File: config.mk
export PLATFORM = sky130hd
export DESIGN_NAME = lce_framer
export DESIGN_NICKNAME = d
export VERILOG_FILES = /design/src/verilog/lce_pkg.sv /design/src/verilog/lce_checksum.sv /design/src/verilog/lce_framer.sv
export SDC_FILE = /design/constraint.sdc
export NUM_CORES = 1
export LEC_CHECK = 0
export ABC_AREA = 1
export BUFFER_PORTS_ARGS = -buffer_cell sky130_fd_sc_hd__buf_4
export CAP_MARGIN = 30
export CELL_PAD_IN_SITES_DETAIL_PLACEMENT = 1
export CELL_PAD_IN_SITES_GLOBAL_PLACEMENT = 1
export CORE_MARGIN = 5
export CORE_UTILIZATION = 29
export CTS_CLUSTER_DIAMETER = 100
export DETAILED_ROUTE_END_ITERATION = 12
export PLACE_DENSITY_LB_ADDON = 0.1
export RECOVER_POWER = 25
export SLEW_MARGIN = 5
export SYNTH_ARGS = -nofsm -noshare
export SYNTH_HDL_FRONTEND = slang
export SYNTH_SLANG_ARGS = --single-unit
File: constraint.sdc
create_clock -name clk_i -period 2.35 [get_ports clk_i]
set_input_delay 0.47 -clock clk_i [delete_from_list [all_inputs] [get_ports clk_i]]
set_output_delay 0.47 -clock clk_i [all_outputs]
set_load 0.1 [all_outputs]
File: src/verilog/lce_pkg.sv
// Package for the load control event frame receiver.
// Assumes one 125 MHz clock; byte stream arrives from a UART-side framer.
package lce_pkg;

    // Byte offsets within the serial frame
    localparam logic [7:0] OFS_SUM_FIRST = 8'h03;
    localparam logic [7:0] OFS_TX_OPTS = 8'h16;
    localparam logic [7:0] OFS_FRAME_CTRL = 8'h17;
    localparam logic [7:0] OFS_MANUF_LO = 8'h18;
    localparam logic [7:0] OFS_EVENT_ID = 8'h1A;
    localparam logic [7:0] OFS_DEV_CLASS = 8'h1E;
    localparam logic [7:0] OFS_START_TIME = 8'h21;
    localparam logic [7:0] OFS_DURATION = 8'h25;
    localparam logic [7:0] OFS_CRITICALITY = 8'h27;
    localparam logic [7:0] OFS_COOL_OFFSET = 8'h28;
    localparam logic [7:0] OFS_HEAT_OFFSET = 8'h29;
    localparam logic [7:0] OFS_COOL_SETPT = 8'h2A;
    localparam logic [7:0] OFS_HEAT_SETPT = 8'h2C;
    localparam logic [7:0] OFS_LOAD_ADJ = 8'h2E;
    localparam logic [7:0] OFS_DUTY_CYCLE = 8'h2F;
    localparam logic [7:0] OFS_EVENT_CTRL = 8'h30;
    localparam logic [7:0] OFS_CHECKSUM = 8'h31;

    // Frame control bit positions
    localparam int FC_TYPE_LSB = 0;
    localparam int FC_MANUF_BIT = 2;
    localparam int FC_DIR_BIT = 3;
    localparam int FC_NO_DEFRSP_BIT = 4;
    localparam logic [1:0] FC_TYPE_CLUSTER = 2'h1;

    // "Not used" markers, start-now time and checksum base
    localparam logic [7:0] UNUSED_OFFSET = 8'hFF;
    localparam logic [15:0] UNUSED_SETPT = 16'h8000;
    localparam logic [7:0] UNUSED_LOAD_ADJ = 8'h80;
    localparam logic [7:0] UNUSED_DUTY = 8'hFF;
    localparam logic [31:0] START_NOW = 32'h0000_0000;
    localparam logic [7:0] CHECKSUM_BASE = 8'hFF;

    // APB register byte addresses
    localparam logic [7:0] ADDR_CTRL = 8'h00;
    localparam logic [7:0] ADDR_STATUS = 8'h04;
    localparam logic [7:0] ADDR_IRQ_MASK = 8'h08;
    localparam logic [7:0] ADDR_START = 8'h0C;
    localparam logic [7:0] ADDR_DUR_CRIT = 8'h10;
    localparam logic [7:0] ADDR_TEMPS = 8'h14;
    localparam logic [7:0] ADDR_SETPTS = 8'h18;
    localparam logic [7:0] ADDR_LIMITS = 8'h1C;
    localparam logic [7:0] ADDR_HEADER = 8'h20;
    localparam logic [7:0] ADDR_EVENT_ID = 8'h24;

    // Status bits: 0 frame ok, 1 checksum or transmit options error, 2 overrun
    localparam int NUM_EVENTS = 3;
    localparam logic [2:0] CTRL_RESET = 3'h1;

    // Decoded event payload
    typedef struct packed {
        logic [31:0] event_id;
        logic [15:0] dev_class;
        logic [31:0] start_time;
        logic [15:0] duration;
        logic [7:0] criticality;
        logic [7:0] cool_offset;
        logic [7:0] heat_offset;
        logic [15:0] cool_setpt;
        logic [15:0] heat_setpt;
        logic [7:0] load_adj;
        logic [7:0] duty_cycle;
        logic [7:0] event_ctrl;
        logic [7:0] frame_ctrl;
    } event_t;

    // Flags derived from the payload
    typedef struct packed {
        logic start_now;
        logic cool_off_used;
        logic heat_off_used;
        logic cool_sp_used;
        logic heat_sp_used;
        logic load_adj_used;
        logic duty_used;
        logic cluster_cmd;
        logic manuf_specific;
        logic server_to_client;
        logic default_rsp_off;
    } event_flags_t;

    // Serial byte input
    typedef struct packed {
        logic valid;
        logic first;
        logic [7:0] data;
    } byte_in_t;

endpackage

File: src/verilog/lce_checksum.sv
// Running checksum over one frame's bytes.
// Assumes the caller marks which bytes join the sum and when to clear it.
module lce_checksum
    import lce_pkg::*;
(
    // Clock and reset
    input wire logic clk_i,
    input wire logic nrst_i,
    // Byte stream
    input wire logic clear_i,
    input wire logic add_i,
    input wire logic [7:0] data_i,
    // Result
    output logic [7:0] expect_o
);

    typedef struct packed {
        logic [7:0] sum;
    } sum_state_t;

    sum_state_t state;
    sum_state_t next_state;

    // Sum wraps to eight bits by design
    always_comb begin
        next_state = state;
        if (clear_i) begin
            next_state.sum = 8'h00;
        end else if (add_i) begin
            next_state.sum = 8'(state.sum + data_i);
        end
    end

    always_ff @(posedge clk_i or negedge nrst_i) begin
        if (!nrst_i) begin
            state <= '0;
        end else begin
            state <= next_state;
        end
    end

    // Expected checksum byte
    assign expect_o = 8'(CHECKSUM_BASE - state.sum);

endmodule

File: src/verilog/lce_framer.sv
// Receiver for the tail of a load control event API frame.
// Assumes a byte stream from the serial front end on the same clock,
// and an APB master for software access.
//
// How it works
// - Cooling offset at 40, heating at 41; 0xFF marks unused.
// - Cooling set point 42..43, low first; 0x8000 marks unused.
// - Heating set point 44..45, low first; 0x8000 marks unused.
// - Load adjustment byte at 46; 0x80 means not applied.
// - Duty cycle byte at 47; 0xFF means no limit.
// - Checksum is 0xFF minus sum of bytes 3 up to checksum; verified.
// - Frame control bits 0..1 are frame type; 01 is cluster command.
// - Bit 2 marks manufacturer command; clear means no maker code.
// - Bit 3 set means server to client direction.
// - Bit 4 set disables default response.
// - Multi-byte payload fields arrive least significant byte first.
//
// The APB interface to the registers and the address map were decided locally.
module lce_framer
    import lce_pkg::*;
(
    // Clock and reset
    input wire logic clk_i,
    input wire logic nrst_i,
    // Serial byte stream, offset 0 flagged by first
    input wire logic byte_valid_i,
    input wire logic byte_first_i,
    input wire logic [7:0] byte_data_i,
    // APB slave
    input wire logic psel_i,
    input wire logic penable_i,
    input wire logic pwrite_i,
    input wire logic [7:0] paddr_i,
    input wire logic [31:0] pwdata_i,
    output logic [31:0] prdata_o,
    output logic pready_o,
    output logic pslverr_o,
    // Event result
    output logic event_valid_o,
    output event_t event_o,
    output event_flags_t flags_o,
    // Interrupt
    output logic irq_o
);

    typedef enum logic [1:0] {
        ST_IDLE,
        ST_BODY,
        ST_DONE
    } rx_state_t;

    typedef struct packed {
        rx_state_t fsm;
        logic [7:0] offset;
        event_t work;
        event_t held;
        event_flags_t flags;
        logic evt_pulse;
        logic opts_bad;
        logic [2:0] ctrl;
        logic [NUM_EVENTS-1:0] status;
        logic [NUM_EVENTS-1:0] mask;
        logic [31:0] rdata;
        logic ready;
        logic slverr;
        logic irq;
    } state_t;

    state_t state;
    state_t next_state;

    logic sum_clear;
    logic sum_add;
    logic [7:0] sum_expect;

    // Slot a byte into a little endian field at index idx
    function automatic logic [31:0] put_byte(input logic [31:0] word,
                                             input logic [1:0] idx,
                                             input logic [7:0] data);
        logic [31:0] w;
        w = word;
        w[idx*8 +: 8] = data;
        return w;
    endfunction

    // True when an offset falls in [base, base+len)
    function automatic logic in_field(input logic [7:0] ofs,
                                      input logic [7:0] base,
                                      input logic [7:0] len);
        return (ofs >= base) && (ofs < 8'(base + len));
    endfunction

    wire logic rx_enable = state.ctrl[0];
    wire logic apb_access = psel_i && penable_i && !state.ready;

    // Checksum covers offsets 3 through 48
    assign sum_clear = byte_valid_i && byte_first_i && rx_enable;
    assign sum_add = byte_valid_i && !byte_first_i && rx_enable &&
                     (state.offset >= OFS_SUM_FIRST) &&
                     (state.offset < OFS_CHECKSUM);

    lce_checksum u_sum (
        .clk_i(clk_i),
        .nrst_i(nrst_i),
        .clear_i(sum_clear),
        .add_i(sum_add),
        .data_i(byte_data_i),
        .expect_o(sum_expect)
    );

    // Frame parse, register file and interrupt in one pass
    always_comb begin
        logic [NUM_EVENTS-1:0] ev;
        logic [7:0] ofs;
        logic [31:0] tmp;
        next_state = state;
        ev = '0;
        ofs = byte_first_i ? 8'h00 : state.offset;
        tmp = '0;
        next_state.evt_pulse = 1'b0;

        if (byte_valid_i && rx_enable) begin
            next_state.offset = 8'(ofs + 8'h01);
            if (byte_first_i) begin
                next_state.fsm = ST_BODY;
                next_state.opts_bad = 1'b0;
                next_state.work = '0;
            end
            if (state.fsm == ST_BODY || byte_first_i) begin
                if (ofs == OFS_TX_OPTS && byte_data_i != 8'h00) begin
                    next_state.opts_bad = 1'b1;
                end
                if (ofs == OFS_FRAME_CTRL) begin
                    // Reserved bits kept but never acted on
                    next_state.work.frame_ctrl = byte_data_i;
                end
                if (in_field(ofs, OFS_EVENT_ID, 8'd4)) begin
                    tmp = put_byte(state.work.event_id,
                                   2'(ofs - OFS_EVENT_ID), byte_data_i);
                    next_state.work.event_id = tmp;
                end
                if (in_field(ofs, OFS_DEV_CLASS, 8'd2)) begin
                    tmp = put_byte({16'h0000, state.work.dev_class},
                                   2'(ofs - OFS_DEV_CLASS), byte_data_i);
                    next_state.work.dev_class = tmp[15:0];
                end
                if (in_field(ofs, OFS_START_TIME, 8'd4)) begin
                    tmp = put_byte(state.work.start_time,
                                   2'(ofs - OFS_START_TIME), byte_data_i);
                    next_state.work.start_time = tmp;
                end
                if (in_field(ofs, OFS_DURATION, 8'd2)) begin
                    tmp = put_byte({16'h0000, state.work.duration},
                                   2'(ofs - OFS_DURATION), byte_data_i);
                    next_state.work.duration = tmp[15:0];
                end
                if (ofs == OFS_CRITICALITY) begin
                    next_state.work.criticality = byte_data_i;
                end
                if (ofs == OFS_COOL_OFFSET) begin
                    next_state.work.cool_offset = byte_data_i;
                end
                if (ofs == OFS_HEAT_OFFSET) begin
                    next_state.work.heat_offset = byte_data_i;
                end
                if (in_field(ofs, OFS_COOL_SETPT, 8'd2)) begin
                    tmp = put_byte({16'h0000, state.work.cool_setpt},
                                   2'(ofs - OFS_COOL_SETPT), byte_data_i);
                    next_state.work.cool_setpt = tmp[15:0];
                end
                if (in_field(ofs, OFS_HEAT_SETPT, 8'd2)) begin
                    tmp = put_byte({16'h0000, state.work.heat_setpt},
                                   2'(ofs - OFS_HEAT_SETPT), byte_data_i);
                    next_state.work.heat_setpt = tmp[15:0];
                end
                if (ofs == OFS_LOAD_ADJ) begin
                    next_state.work.load_adj = byte_data_i;
                end
                if (ofs == OFS_DUTY_CYCLE) begin
                    next_state.work.duty_cycle = byte_data_i;
                end
                if (ofs == OFS_EVENT_CTRL) begin
                    next_state.work.event_ctrl = byte_data_i;
                end
                if (ofs == OFS_CHECKSUM) begin
                    next_state.fsm = ST_DONE;
                    if (byte_data_i == sum_expect && !state.opts_bad) begin
                        // Good frame: publish and decode
                        ev[0] = 1'b1;
                        if (state.evt_pulse) begin
                            ev[2] = 1'b1;
                        end
                        next_state.evt_pulse = 1'b1;
                        next_state.held = state.work;
                        next_state.flags.start_now =
                            (state.work.start_time == START_NOW);
                        next_state.flags.cool_off_used =
                            (state.work.cool_offset != UNUSED_OFFSET);
                        next_state.flags.heat_off_used =
                            (state.work.heat_offset != UNUSED_OFFSET);
                        next_state.flags.cool_sp_used =
                            (state.work.cool_setpt != UNUSED_SETPT);
                        next_state.flags.heat_sp_used =
                            (state.work.heat_setpt != UNUSED_SETPT);
                        next_state.flags.load_adj_used =
                            (state.work.load_adj != UNUSED_LOAD_ADJ);
                        next_state.flags.duty_used =
                            (state.work.duty_cycle != UNUSED_DUTY);
                        next_state.flags.cluster_cmd =
                            (state.work.frame_ctrl[FC_TYPE_LSB +: 2] ==
                             FC_TYPE_CLUSTER);
                        next_state.flags.manuf_specific =
                            state.work.frame_ctrl[FC_MANUF_BIT];
                        next_state.flags.server_to_client =
                            state.work.frame_ctrl[FC_DIR_BIT];
                        next_state.flags.default_rsp_off =
                            state.work.frame_ctrl[FC_NO_DEFRSP_BIT];
                    end else begin
                        ev[1] = 1'b1;
                    end
                end
            end
        end

        // APB access: one wait state, then ready
        next_state.ready = 1'b0;
        next_state.slverr = 1'b0;
        if (apb_access) begin
            next_state.ready = 1'b1;
            next_state.rdata = 32'h0000_0000;
            case (paddr_i)
                ADDR_CTRL: begin
                    next_state.rdata = {29'h0, state.ctrl};
                    if (pwrite_i) begin
                        next_state.ctrl = pwdata_i[2:0];
                    end
                end
                ADDR_STATUS: begin
                    next_state.rdata = {29'h0, state.status};
                end
                ADDR_IRQ_MASK: begin
                    next_state.rdata = {29'h0, state.mask};
                    if (pwrite_i) begin
                        next_state.mask = pwdata_i[NUM_EVENTS-1:0];
                    end
                end
                ADDR_START: next_state.rdata = state.held.start_time;
                ADDR_DUR_CRIT: begin
                    next_state.rdata = {8'h00, state.held.criticality,
                                        state.held.duration};
                end
                ADDR_TEMPS: begin
                    next_state.rdata = {16'h0000, state.held.heat_offset,
                                        state.held.cool_offset};
                end
                ADDR_SETPTS: begin
                    next_state.rdata = {state.held.heat_setpt,
                                        state.held.cool_setpt};
                end
                ADDR_LIMITS: begin
                    next_state.rdata = {8'h00, state.held.event_ctrl,
                                        state.held.duty_cycle,
                                        state.held.load_adj};
                end
                ADDR_HEADER: begin
                    next_state.rdata = {8'h00, state.held.frame_ctrl,
                                        state.held.dev_class};
                end
                ADDR_EVENT_ID: next_state.rdata = state.held.event_id;
                default: begin
                    next_state.slverr = 1'b1;
                end
            endcase
        end

        // Sticky status: write one clears, a new event wins over clear
        if (apb_access && pwrite_i && paddr_i == ADDR_STATUS) begin
            next_state.status = state.status & ~pwdata_i[NUM_EVENTS-1:0];
        end
        next_state.status = next_state.status | ev;
        next_state.irq = |(next_state.status & next_state.mask);
    end

    always_ff @(posedge clk_i or negedge nrst_i) begin
        if (!nrst_i) begin
            state <= '0;
            state.fsm <= ST_IDLE;
            state.ctrl <= CTRL_RESET;
        end else begin
            state <= next_state;
        end
    end

    // Outputs straight from state
    assign prdata_o = state.rdata;
    assign pready_o = state.ready;
    assign pslverr_o = state.slverr;
    assign event_valid_o = state.evt_pulse;
    assign event_o = state.held;
    assign flags_o = state.flags;
    assign irq_o = state.irq;

endmodule

==> flow_summary.toml <==
[status]
outcome = "finished, violations left"
violations = "capacitance limit, slew limit"

[detailed_routing]
avgRoutedWirePerCell_microns = 22.42
ant_nets = 0
route.vias.total = 20375
viasPerCell = 4.734
drc_errors = 0
dr.pass1.iters = 7
wirelength_microns = 96480
drt_iter0_drc = 1210

[setup_path]
critPathRequiredTime_ps = 2840
crit_type = "reg2reg"
r2r_end = "flags_o[6]"
crit_chain = "nand2_1 > buf_12 > inv_1 > nand2_1 > nor3_4 > nand2_4 > buf_12 > nor2_1 > a21oi_1"
slowest_delay_ps = 540
end_kind = "register"
reg2regPathDepth = 9
start_kind = "register"
cp_max_fo = 104
cp.arrival_ps = 2730
r2r_start = "rx_enable"
slowest_stage = "dfstp_2"
r2r_setup_slack_ps = 110

[yosys]
netlist_area_sq_mm = 0.02275
ys.flop_type = "dfrtp_1"
yosys.area.top_type = "dfrtp_1"
synthTopCellsByArea = "dfrtp_1, nand2_1, buf_4"
synth_top_area_share_pct = 48.28
synthesis.nets = 3071
synthCells = 3002
ys_seq_elements = 440
syn_area_per_cell_sq_um = 7.579
ys_seq_area_share_pct = 48.40
yosysUniqueCellTypes = 42
yosys-top-cells-count = "nand2_1, dfrtp_1, inv_1, buf_4, nand3_1"
synth_edf_count = 0
synth_most_common_cell = "nand2_1"
async_flop_share_pct = 100.0
yosysWarnings = 0

[timing]
relSlewSlack_pct = -16.55
clock_skew_ps = 26.03
worstMarginPinSlew_ps = 1748
fmax_ghz = 0.4474
fin_crit_sh_pct = 95.12
rsz0062_at_grt = "no"
tns_ps = 0
slew_viol_final = 47
period_needed_ps = 2235
hold_viol = 0
hold-worst-slack_ps = 110.7
setup_viol = 0

[placed_design]
place.gp.congestion = 0.8522
placedCellCount = 4201
dp_hpwl_microns = 76000
port_buffers = 256

[grt]
grt_usage_pct = 22.38
grt_util_met2_pct = 36.46
grt_use_met1_pct = 32.17
grt_busiest_layer = "met2"
overflow = 0
grt_pass1_wl_microns = 144300
grt_start_max_net_pins = 105
met3_usage_pct = 3.006
grt_antenna_before_repair = 3
grt_pass1_vias = 21296

[clocking]
cts-root-buf = "clkbuf_16"
cts_sinks = 440
cts_buffer_depth = 3
insertion_delay_ps = 630
clk_pin_slew_worst_paths_ps = 60
cts_buffers = 55
cts_tree = "built"
h-tree-depth = 2

[floorplanning]
dieHeight_microns = 290.1
dieArea_sq_mm = 0.08416
std_cell_rows = 102
start_util_pct = 29.32
core_sq_mm = 0.07759
io-pin-count = 286
die_x_microns = 290.1

[finish]
drive_gt1_share_pct = 19.71
layout.nets = 3288
final_util_pct = 36.21
syn2layout_area_growth_pct = 23.48
seq_area_sq_mm = 0.01101
multiInputGateArea_sq_mm = 0.008687
nFillCells = 9466
fin_cells = 4304

[power]
leakage_nw = 15.16
p_per_area_mw_per_mm2 = 645.3
peakVddDrop_uv = 504.9

[min_path]
hold_path_end = "state[37]"
hold_class = "in2reg"
holdPathStages = 3
worstHoldStart = "pwdata_i[2]"

[job]
cap_violations = 1
per-stage QoR:
step                      power, W  worst slack (ps)  instance area (sq um)
after floorplan           0.008509             6.631                  22790
after global placement    0.009194            -92.09                  26150
after detailed placement  0.009232            -156.6                  26150
after CTS                  0.01839             44.40                  28080
after global routing       0.01885             6.419                  28090
final                      0.01813             114.8                  28090
sequential cells by signal (all words and copies together) (netlist names):
register / cells
rx_enable: 1
pready_o: 1
irq_o: 1
state: 203
flags_o: 8
u_sum.state: 8
pslverr_o: 1
event_o: 184
event_valid_o: 1
prdata_o: 32
worst max-delay path, delay by kind of cell, from the launching register on:
kind                   cells  cell delay, ps
and+or+nand+nor            5             920
buffers and inverters      3             460
DFF                        1             540
AOI/OAI and AO/OA          1             110
worst max path at each step:
stage	startpoint	endpoint	slack, ps	depth (start not counted)
3_5_place_dp	byte_first_i	state[371]	-160	11
2_1_floorplan	byte_first_i	state[241]	7	9
6_report	rx_enable	flags_o[6]	110	9
5_1_grt	state[425]	state[363]	6	13
3_3_place_gp	byte_first_i	state[412]	-90	12
4_1_cts	rx_enable	flags_o[7]	40	9
timing repair:
item                                   CTS  global route
setup endpoints to repair                0            51
hold buffers                             1             0
resized for setup                        0            13
setup buffers                            0             0
endpoints found under the hold margin   39             0
layout by cell type, fill, tap and decap left out, types with 9 or more instances in the layout:
master	synthesis	routed
a21oi_1	26	26
buf_12	0	40
buf_4	235	446
clkbuf_16	0	55
clkbuf_8	0	14
clkinv_2	0	13
dfrtp_1	439	439
ha_1	13	12
inv_1	240	237
inv_2	8	10
nand2_1	1160	1158
nand3_1	222	222
nand3b_1	9	9
nand4_1	18	18
nor2_1	164	158
nor2_2	10	13
nor3_1	17	14
nor4_1	20	20
o21ai_0	221	218
o21ai_1	21	24
o22ai_1	25	25
power breakdown:
part / switching (W) / internal, W
clock: 0.00362 / 0.00543
combinational: 0.000837 / 0.000379
sequential: 0.000113 / 0.00776
total: 0.00457 / 0.0136
layer usage:
layer | vias to the layer above | routed length (microns) | share of wire [%]
li1 | 9704 | - | -
met1 | 10184 | 46050 | 48
met2 | 401 | 44730 | 46
met3 | 86 | 3983 | 4.1
met4 | 0 | 1713 | 1.8
met5 | - | 0 | 0
cell type report:
| class | instances | share of cell area, % |
|---|---|---|
| Sequential cell | 440 | 39.20 |
| Clock inverter | 25 | 1.171 |
| Antenna cell | 1 | 0.008907 |
| Inverter | 255 | 3.416 |
| Clock buffer | 76 | 5.679 |
| Multi-Input combinational cell | 1973 | 30.92 |
| Timing Repair Buffer | 494 | 14.97 |
| Tap cell | 1040 | 4.632 |
kinds of logic (layout without fill, tap and decap cells):
family	Yosys count	in the layout	share of synthesized area, %
XOR/XNOR	11	11	0.4234
AO/OA/AOI/OAI	306	306	7.045
adder cells (fa/ha/maj)	14	14	0.8029
buffers and inverters	589	850	13.76
multiplexers	3	3	0.1485
other	0	1	0
flip-flops	440	440	48.40
AND/OR/NAND/NOR	1639	1639	29.42
(Power assumes the default switching activity.)
